==> config.mk <==
export PLATFORM = sky130hd
export DESIGN_NAME = bmrl_top
export DESIGN_NICKNAME = d
export VERILOG_FILES = /design/src/design/bmrl_pkg.sv /design/src/design/bmrl_fifo.sv /design/src/design/bmrl_mode_decode.sv /design/src/design/bmrl_top.sv
export SDC_FILE = /design/constraint.sdc
export NUM_CORES = 1
export LEC_CHECK = 0
export CAP_MARGIN = 20
export CELL_PAD_IN_SITES_DETAIL_PLACEMENT = 1
export CELL_PAD_IN_SITES_GLOBAL_PLACEMENT = 1
export CORE_MARGIN = 8
export CORE_UTILIZATION = 40
export CTS_BUF_LIST = sky130_fd_sc_hd__clkbuf_2
export DETAILED_ROUTE_END_ITERATION = 10
export DONT_BUFFER_PORTS = 1
export GPL_TIMING_DRIVEN = 0
export HOLD_SLACK_MARGIN = 0.1
export PLACE_DENSITY_LB_ADDON = 0.1
export REMOVE_ABC_BUFFERS = 1
export SYNTH_ARGS = -nofsm -noshare
export SYNTH_HDL_FRONTEND = slang
export SYNTH_HIERARCHICAL = 1
export SYNTH_SLANG_ARGS = --single-unit
==> constraint.sdc <==
create_clock -name sys_clk -period 3.8 [get_ports sys_clk]
set_clock_uncertainty 0.05 [all_clocks]
set_input_delay 0.95 -clock sys_clk [delete_from_list [all_inputs] [get_ports sys_clk]]
set_output_delay 0.95 -clock sys_clk [all_outputs]
set_load 0.02 [all_outputs]
==> src/design/bmrl_pkg.sv <==
package bmrl_pkg;
    // Memory image geometry
    localparam int ADDR_W = 12;
    localparam int DATA_W = 16;
    localparam logic [ADDR_W-1:0] USER_FIRST = 12'h000;
    localparam logic [ADDR_W-1:0] USER_LAST = 12'hffd;
    // Registration code word sits two words past the end of the user area
    localparam logic [ADDR_W-1:0] REG_CODE_ADDR = 12'hfff;
    localparam logic [DATA_W-1:0] REG_CODE_VALUE = 16'ha55a;
    localparam logic [DATA_W-1:0] ERASED_VALUE = 16'hffff;
    // Mechanical programs and cam tables occupy the top of the image
    localparam logic [ADDR_W-1:0] MECH_FIRST = 12'hc00;
    // Backup area never copied to flash
    localparam logic [ADDR_W-1:0] BACKUP_FIRST = 12'hf00;
    // Endurance of the flash array
    localparam int WCNT_W = 17;
    localparam logic [WCNT_W-1:0] WRITE_LIMIT = 17'h186a0;
    // FIFO geometry
    localparam int FIFO_DEPTH = 8;
    localparam int FIFO_PTR_W = 3;
    // Mode indicator colour codes
    localparam logic [1:0] IND_OFF = 2'h0;
    localparam logic [1:0] IND_GREEN = 2'h1;
    localparam logic [1:0] IND_ORANGE = 2'h2;

    typedef enum logic [1:0] {
        MODE_INSTALL,
        MODE_RAM,
        MODE_ROM
    } bmrl_mode_t;
endpackage

==> src/design/bmrl_fifo.sv <==
`timescale 1ns/100ps
module bmrl_fifo
    import bmrl_pkg::*;
#(
    parameter int WIDTH = 28,
    parameter int DEPTH = 8,
    parameter int PTR_W = 3
) (
    // Clocking
    input wire logic sys_clk,
    input wire logic reset,
    input wire logic clk_en,
    input wire logic flush,
    // Fill side
    input wire logic in_valid,
    output logic in_ready,
    input wire logic [WIDTH-1:0] in_data,
    // Drain side
    output logic out_valid,
    input wire logic out_ready,
    output logic [WIDTH-1:0] out_data
);
    typedef struct packed {
        logic [PTR_W-1:0] wp;
        logic [PTR_W-1:0] rp;
        logic [PTR_W:0] cnt;
    } bmrl_fifo_st_t;

    bmrl_fifo_st_t s_r;
    bmrl_fifo_st_t s_nxt;
    logic [WIDTH-1:0] mem [DEPTH];
    logic push;
    logic pop;

    assign in_ready = (s_r.cnt != DEPTH[PTR_W:0]);
    assign out_valid = (s_r.cnt != '0);
    assign out_data = mem[s_r.rp];
    assign push = in_valid && in_ready && !flush;
    assign pop = out_valid && out_ready && !flush;

    always_comb begin
        s_nxt = s_r;
        if (flush) begin
            s_nxt = '0;
        end else begin
            if (push) s_nxt.wp = s_r.wp + 1'b1;
            if (pop) s_nxt.rp = s_r.rp + 1'b1;
            if (push && !pop) s_nxt.cnt = s_r.cnt + 1'b1;
            else if (pop && !push) s_nxt.cnt = s_r.cnt - 1'b1;
        end
    end

    always_ff @(posedge sys_clk or posedge reset) begin
        if (reset) s_r <= '0;
        else if (clk_en) s_r <= s_nxt;
    end

    // Storage needs no reset
    always_ff @(posedge sys_clk) begin
        if (clk_en && push) mem[s_r.wp] <= in_data;
    end
endmodule

==> src/design/bmrl_mode_decode.sv <==
`timescale 1ns/100ps
module bmrl_mode_decode
    import bmrl_pkg::*;
(
    // Switches
    input wire logic rom_select_a_switch,
    input wire logic rom_select_b_switch,
    input wire logic install_enable_switch,
    // Decoded mode
    output bmrl_mode_t mode
);
    always_comb begin
        if (install_enable_switch) mode = MODE_INSTALL;
        else if (rom_select_a_switch && rom_select_b_switch) mode = MODE_ROM;
        else mode = MODE_RAM;
    end
endmodule

==> src/design/bmrl_top.sv <==
// How it works
// - Mode comes only from three switches, sampled after power-up or reset.
// - Install switch on selects install mode, even if ROM selects disagree.
// - Install off: both selects on gives ROM mode, anything else RAM mode.
// - Install mode: indicator orange, boot dark; other modes indicator green.
// - Install mode forces stopped state regardless of the run switch.
// - Install mode disables trace capture.
// - Software install and flash writing accepted only in install mode.
// - RAM mode: boot dark, run straight from SRAM images.
// - ROM mode: boot lit, copy flash into SRAM before starting.
// - ROM mode SRAM changes are lost by reloading flash at each reset.
// - Flash write erases the user area, then copies SRAM as a batch.
// - Registration code written last, only after an error-free copy.
// - A valid registration code marks the flash contents sound.
// - Flash writes are counted; writes past endurance report an error.
// - Backup data is never copied into flash.
// - Host RAM transfers go to SRAM in all modes, in install mode only without a flash write request.
// - ROM mode online change acts next scan, replaced by flash on reset.
// - Mechanical programs and cam tables copied only for the mechanical variant.
`timescale 1ns/100ps
module bmrl_top
    import bmrl_pkg::*;
(
    // Clock and reset
    input wire logic sys_clk,
    input wire logic reset,
    input wire logic clk_en,
    // Configuration switches
    input wire logic rom_select_a_switch,
    input wire logic rom_select_b_switch,
    input wire logic install_enable_switch,
    input wire logic run_switch,
    input wire logic mech_variant,
    // Host requests
    input wire logic flash_write_req,
    input wire logic install_active,
    input wire logic host_ram_we,
    input wire logic [ADDR_W-1:0] host_ram_addr,
    input wire logic [DATA_W-1:0] host_ram_wdata,
    // Indicators and gates
    output logic [1:0] mode_indicator,
    output logic flash_boot_indicator,
    output logic run_enable,
    output logic trace_enable,
    output logic install_enable,
    output logic [1:0] op_mode,
    // Status
    output logic busy,
    output logic flash_write_done,
    output logic write_error,
    output logic boot_error,
    output logic flash_valid,
    output logic [WCNT_W-1:0] write_count,
    // SRAM port
    output logic sram_we,
    output logic [ADDR_W-1:0] sram_addr,
    output logic [DATA_W-1:0] sram_wdata,
    input wire logic [DATA_W-1:0] sram_rdata,
    // Flash port
    output logic flash_we,
    output logic [ADDR_W-1:0] flash_addr,
    output logic [DATA_W-1:0] flash_wdata,
    input wire logic [DATA_W-1:0] flash_rdata
);
    ////////////////////////////////////////////////////////////////////////
    typedef enum logic [3:0] {
        ST_LATCH,
        ST_CODE_RD,
        ST_CHECK_CODE,
        ST_LOAD_RD,
        ST_LOAD_WR,
        ST_IDLE,
        ST_ERASE,
        ST_COPY_RD,
        ST_COPY_WAIT,
        ST_DRAIN,
        ST_REG_CODE,
        ST_HALT
    } bmrl_state_t;

    typedef struct packed {
        bmrl_state_t st;
        bmrl_mode_t mode;
        logic mech;
        logic [ADDR_W-1:0] rd_addr;
        logic rd_pend;
        logic [ADDR_W-1:0] wr_addr;
        logic started;
        logic done;
        logic wr_err;
        logic boot_err;
        logic valid;
        logic [WCNT_W-1:0] wcnt;
        logic sram_we;
        logic [ADDR_W-1:0] sram_addr;
        logic [DATA_W-1:0] sram_wdata;
        logic flash_we;
        logic [ADDR_W-1:0] flash_addr;
        logic [DATA_W-1:0] flash_wdata;
    } bmrl_top_st_t;

    bmrl_top_st_t s_r;
    bmrl_top_st_t s_nxt;
    bmrl_mode_t sw_mode;

    // Copy stream between SRAM reads and flash writes
    logic f_in_valid;
    logic f_in_ready;
    logic f_out_valid;
    logic f_out_ready;
    logic [ADDR_W+DATA_W-1:0] f_in_data;
    logic [ADDR_W+DATA_W-1:0] f_out_data;
    logic f_flush;
    logic limit_hit;
    logic [ADDR_W-1:0] copy_last;

    ////////////////////////////////////////////////////////////////////////
    bmrl_mode_decode u_decode (
        .rom_select_a_switch(rom_select_a_switch),
        .rom_select_b_switch(rom_select_b_switch),
        .install_enable_switch(install_enable_switch),
        .mode(sw_mode)
    );

    bmrl_fifo #(
        .WIDTH(ADDR_W + DATA_W),
        .DEPTH(FIFO_DEPTH),
        .PTR_W(FIFO_PTR_W)
    ) u_fifo (
        .sys_clk(sys_clk),
        .reset(reset),
        .clk_en(clk_en),
        .flush(f_flush),
        .in_valid(f_in_valid),
        .in_ready(f_in_ready),
        .in_data(f_in_data),
        .out_valid(f_out_valid),
        .out_ready(f_out_ready),
        .out_data(f_out_data)
    );

    ////////////////////////////////////////////////////////////////////////
    // Backup region and, without the variant, mechanical data are skipped
    assign copy_last = s_r.mech ? (BACKUP_FIRST - 1'b1) : (MECH_FIRST - 1'b1);
    assign limit_hit = (s_r.wcnt >= WRITE_LIMIT);

    // SRAM read data returns one cycle after the address
    assign f_in_valid = s_r.rd_pend;
    assign f_in_data = {s_r.rd_addr, sram_rdata};
    // Drain only when the flash write stage is free
    assign f_out_ready = (s_r.st == ST_COPY_RD || s_r.st == ST_COPY_WAIT || s_r.st == ST_DRAIN) && !limit_hit;
    assign f_flush = (s_r.st == ST_IDLE);

    always_comb begin
        s_nxt = s_r;
        s_nxt.sram_we = 1'b0;
        s_nxt.flash_we = 1'b0;
        s_nxt.done = 1'b0;
        case (s_r.st)
            ST_LATCH: begin
                s_nxt.mode = sw_mode;
                s_nxt.mech = mech_variant;
                s_nxt.st = (sw_mode == MODE_ROM) ? ST_CODE_RD : ST_IDLE;
                s_nxt.started = (sw_mode == MODE_RAM);
                s_nxt.flash_addr = REG_CODE_ADDR;
            end
            ST_CODE_RD: begin
                // Code address only just presented; its word is not back yet
                s_nxt.st = ST_CHECK_CODE;
            end
            ST_CHECK_CODE: begin
                // Flash read data valid one cycle after address
                s_nxt.valid = (flash_rdata == REG_CODE_VALUE);
                if (flash_rdata == REG_CODE_VALUE) begin
                    s_nxt.st = ST_LOAD_RD;
                    s_nxt.flash_addr = USER_FIRST;
                end else begin
                    s_nxt.boot_err = 1'b1;
                    s_nxt.st = ST_HALT;
                end
            end
            ST_LOAD_RD: begin
                s_nxt.st = ST_LOAD_WR;
            end
            ST_LOAD_WR: begin
                // User area reloaded up to USER_LAST, so prior SRAM edits there vanish
                s_nxt.sram_we = 1'b1;
                s_nxt.sram_addr = s_r.flash_addr;
                s_nxt.sram_wdata = flash_rdata;
                if (s_r.flash_addr == USER_LAST) begin
                    s_nxt.st = ST_IDLE;
                    s_nxt.started = 1'b1;
                end else begin
                    s_nxt.flash_addr = s_r.flash_addr + 1'b1;
                    s_nxt.st = ST_LOAD_RD;
                end
            end
            ST_IDLE: begin
                // Host writes reach SRAM unless a flash write is requested in install mode; flash writes only in install mode
                if (host_ram_we && s_r.mode != MODE_INSTALL || host_ram_we && !flash_write_req) begin
                    s_nxt.sram_we = 1'b1;
                    s_nxt.sram_addr = host_ram_addr;
                    s_nxt.sram_wdata = host_ram_wdata;
                end
                // Flash write refused while software install is active
                if (flash_write_req && s_r.mode == MODE_INSTALL && !install_active) begin
                    s_nxt.st = ST_ERASE;
                    s_nxt.wr_addr = USER_FIRST;
                    s_nxt.valid = 1'b0;
                end
            end
            ST_ERASE: begin
                if (limit_hit) begin
                    s_nxt.wr_err = 1'b1;
                    s_nxt.st = ST_IDLE;
                    s_nxt.done = 1'b1;
                end else begin
                    s_nxt.flash_we = 1'b1;
                    s_nxt.flash_addr = s_r.wr_addr;
                    s_nxt.flash_wdata = ERASED_VALUE;
                    s_nxt.wcnt = s_r.wcnt + 1'b1;
                    if (s_r.wr_addr == REG_CODE_ADDR) begin
                        s_nxt.st = ST_COPY_RD;
                        s_nxt.rd_addr = USER_FIRST;
                        s_nxt.sram_addr = USER_FIRST;
                    end else begin
                        s_nxt.wr_addr = s_r.wr_addr + 1'b1;
                    end
                end
            end
            ST_COPY_RD, ST_COPY_WAIT: begin
                // Read pipeline stalls on FIFO back-pressure
                if (!s_r.rd_pend || f_in_ready) begin
                    if (s_r.st == ST_COPY_RD) begin
                        s_nxt.rd_pend = 1'b1;
                        s_nxt.rd_addr = s_r.sram_addr;
                        if (s_r.sram_addr == copy_last) s_nxt.st = ST_COPY_WAIT;
                        else s_nxt.sram_addr = s_r.sram_addr + 1'b1;
                    end else begin
                        s_nxt.rd_pend = 1'b0;
                        s_nxt.st = ST_DRAIN;
                    end
                end
            end
            ST_DRAIN: begin
                if (!f_out_valid) s_nxt.st = ST_REG_CODE;
            end
            ST_REG_CODE: begin
                // Code only after a clean copy
                if (limit_hit || s_r.wr_err) begin
                    s_nxt.wr_err = 1'b1;
                end else begin
                    s_nxt.flash_we = 1'b1;
                    s_nxt.flash_addr = REG_CODE_ADDR;
                    s_nxt.flash_wdata = REG_CODE_VALUE;
                    s_nxt.wcnt = s_r.wcnt + 1'b1;
                    s_nxt.valid = 1'b1;
                end
                s_nxt.done = 1'b1;
                s_nxt.st = ST_IDLE;
            end
            ST_HALT: begin
                s_nxt.st = ST_HALT;
            end
            default: begin
                s_nxt.st = ST_HALT;
            end
        endcase
        // Stream drain writes flash
        if (f_out_valid && f_out_ready) begin
            s_nxt.flash_we = 1'b1;
            s_nxt.flash_addr = f_out_data[ADDR_W+DATA_W-1:DATA_W];
            s_nxt.flash_wdata = f_out_data[DATA_W-1:0];
            s_nxt.wcnt = s_r.wcnt + 1'b1;
        end else if (f_out_valid && limit_hit && s_r.st != ST_IDLE) begin
            s_nxt.wr_err = 1'b1;
            s_nxt.st = ST_REG_CODE;
        end
    end

    ////////////////////////////////////////////////////////////////////////
    // Write count cleared by every reset; no nonvolatile copy here
    always_ff @(posedge sys_clk or posedge reset) begin
        if (reset) begin
            s_r <= '0;
            s_r.st <= ST_LATCH;
            s_r.mode <= MODE_RAM;
        end else if (clk_en) begin
            s_r <= s_nxt;
        end
    end

    ////////////////////////////////////////////////////////////////////////
    always_comb begin
        mode_indicator = (s_r.mode == MODE_INSTALL) ? IND_ORANGE : IND_GREEN;
        if (s_r.st == ST_LATCH) mode_indicator = IND_OFF;
    end
    assign flash_boot_indicator = (s_r.mode == MODE_ROM) && (s_r.st != ST_LATCH);
    assign run_enable = s_r.started && run_switch && (s_r.mode != MODE_INSTALL);
    assign trace_enable = s_r.started && (s_r.mode != MODE_INSTALL);
    assign install_enable = (s_r.mode == MODE_INSTALL) && (s_r.st != ST_LATCH);
    assign op_mode = s_r.mode;
    assign busy = (s_r.st != ST_IDLE) && (s_r.st != ST_HALT);
    assign flash_write_done = s_r.done;
    assign write_error = s_r.wr_err;
    assign boot_error = s_r.boot_err;
    assign flash_valid = s_r.valid;
    assign write_count = s_r.wcnt;
    assign sram_we = s_r.sram_we;
    assign sram_addr = s_r.sram_addr;
    assign sram_wdata = s_r.sram_wdata;
    assign flash_we = s_r.flash_we;
    assign flash_addr = s_r.flash_addr;
    assign flash_wdata = s_r.flash_wdata;
endmodule

==> metrics.md <==
| Metric | Value |
|---|---|
| Grt ovf | `0` |
| DPL Wire Length | `29,300 um` |
| Most common cell after layout, fill and taps aside | `edfxtp_1` |
| Starting density of the core | `40.3%` |
| Initial antenna violation count | `6` |
| Num CTS Buffers | `95` |
| First-pass GRT wire length | `69,400 um` |
| Full die area | `46,400 um2` |
| EDFF count, synth | `224` |
| ANT nets after route | `0` |
| Post-synthesis cell area | `15,900 um2` |
| Power Density | `718 nW/um2` |
| Die X | `215 um` |
| Final WL | `45,100 um` |
| Nets | `1,288` |
| H-tree levels | `3` |
| Post-synth ARST share | `35.3%` |
| CTS tree | `done` |
| Critical path class | `reg2out` |
| Num ports | `159` |
| Sequential fraction of the synthesis area | `61.5%` |
| Root Driver | `clkbuf_2` |
| Max-Cap Viols | `0` |
| Commonest non-fill, non-tap cells in the layout | `edfxtp_1, clkbuf_2, dfrtp_1` |
| #FFs+latches synth | `346` |
| Tmin final | `3550 ps` |
| Die H | `215 um` |
| Cells after Synth | `1,157` |
| Syn Area/Cell | `13.7 um2` |
| Core area | `39,500 um2` |
| CP Max Fanout | `19` |
| Slew @ Worst Pin | `1100 ps` |
| Final hold vios | `0` |
| Clk sinks | `346` |
| Yosys warnings | `6` |
| Rel. slew slack | `26.4%` |
| Pwr Total | `12.8 mW` |
| Share of layout cells above drive strength 1 | `25.0%` |
| Fin crit share | `93.4%` |
| RSZ-0062 raised after global routing | `false` |
| Worst setup EP type | `output pin` |
| Main synth FF type | `edfxtp_1` |
| Critical Path AT | `2550 ps` |
| FILL cells | `4,119` |
| IO buf count | `0` |
| Area growth from synthesis to final layout | `11.8%` |
| Fmax | `282 MHz` |
| Final GP Congestion | `0.770` |
| Final setup fails | `0` |
| Required @ worst endpoint | `2800 ps` |
| Status | `finished clean` |
| CTS max path bufs | `3` |
| Setup tns final | `0 ps` |
| Vias in the first global route | `11,000` |
| Core Rows | `73` |
| Total iterations of the first detailed-routing run | `5` |
| Number of vias per cell | `5.56` |
| DRC | `0` |
| Max Transition Viols Final | `0` |
| Gr usage total | `19.5%` |
| Largest cells by area after synthesis | `edfxtp_1, dfrtp_1, mux4_2` |
| Pleak | `6.44 nW` |
| Hold Path Class | `in2reg` |
| Area leader, netlist | `edfxtp_1` |
| Worst vdd ir | `0.000261 V` |
| Synth unique cells | `79` |
| Largest net degree at the start of global routing | `80` |
| Startpoint Class | `flip-flop` |
| Clk pin slew, worst setup/hold paths | `80 ps` |
| DR vias | `10,100` |
| Top cell type's share of synthesized area | `42.3%` |
| Routed WL per cell | `24.9 um` |
| Iteration-0 DRC Markers | `666` |
| Worst skew pair latency | `1000 ps` |
power by group:
group | switching (mW) | internal, mW | leakage, nW | total [mW]
Combinational | 1.97 | 1.86 | 2.24 | 3.83
Sequential | 1.50 | 4.76 | 3.52 | 6.27
Clock | 1.60 | 1.07 | 0.681 | 2.67
Total | 5.07 | 7.69 | 6.44 | 12.8
worst paths after layout:
kind / startpoint / to / slack [ps] / cells after the start
min reg2reg: s_r[79] / s_r[79] / 480 / 2
max in group asynchronous: reset / flash_addr[11] / 2480 / 3
min in group asynchronous: reset / sram_wdata[9] / 380 / 2
max reg2reg: s_r[110] / u_fifo/mem[0][22] / 260 / 10
max: s_r[110] / busy / 250 / 3
min: host_ram_addr[6] / sram_addr[6] / 220 / 2
cells in the mapped netlist, types with 13 or more instances:
cell and number:
a21oi_1 31, a22o_1 23, a31oi_1 19, buf_2 13, buf_4 77, clkbuf_1 41, dfrtp_1 121, edfxtp_1 224
inv_1 17, mux2_2 31, mux4_2 56, nand2_1 79, nand3_1 25, nand4_1 26, nor2_1 72, nor3_1 20
o21ai_0 48, o31ai_1 15, xnor2_1 30
per-stage QoR:
stage                     area [um2]  utilization [%]  hold WS [ps]  setup slack, ps  cells
after floorplan                15100                -           423            -1100   1021
after global placement         15700             39.9           447            -5010   1546
after detailed placement       16200             41.2           461            -1880   1574
after CTS                      17700             44.9           101             18.7   1807
after global routing           17800             45.0           109             3.75   1809
final                          17800             45.0           223              252   1811
cell type report:
cell class                      count  area [um2]  area share (%)
Sequential cell                   346        9790            55.1
Timing Repair Buffer               88        1010            5.70
Antenna cell                        4        10.0          0.0563
Clock inverter                     17        77.6           0.436
Multi-Input combinational cell    657        5360            30.2
Inverter                           18        77.6           0.436
Tap cell                          525         657            3.70
Clock buffer                      156         781            4.39
state kept, by name, indices dropped and copies added (netlist names):
signal and count:
u_fifo/mem 224, s_r 18, write_count 17, flash_wdata 16, sram_wdata 16, f_in_data 12, flash_addr 12, sram_addr 12
u_fifo/s_r 10, op_mode 2, boot_error 1, f_in_valid 1, flash_valid 1, flash_we 1, flash_write_done 1, sram_we 1
write_error 1
critical path, cell delays in order (launching register included):
cell	delay [ps]
dfrtp_1	760
inv_1	230
and3_1	200
o21ai_1	400
timing repair:
item,CTS,global route
gates resized for setup,8,6
hold buffers,59,0
setup buffers,1,0
setup endpoints to repair,242,26
gates cloned,0,0
hold endpoints to repair,219,0
pin swaps,1,0
layer usage:
metal  global-route usage [%]  vias up  part of all wire [%]
li1                         -     4543                     -
met1                     24.7     5246                    43
met2                     31.3      205                    49
met3                     6.31       77                   5.8
met4                     6.04        6                   2.1
met5                        0        -                 0.091
logic make-up (layout without fill, tap and decap cells):
family	count (synthesis)	after routing	share of synthesized area (%)
fa+ha+maj	11	11	0.913
xor+xnor	38	38	2.09
compound gates	215	215	9.60
buf+inv	154	279	5.60
other cells	0	4	0
flops	346	346	61.5
simple gates	305	305	10.1
mux	88	88	10.2
No activity file was read; power rests on OpenSTA's default activity.
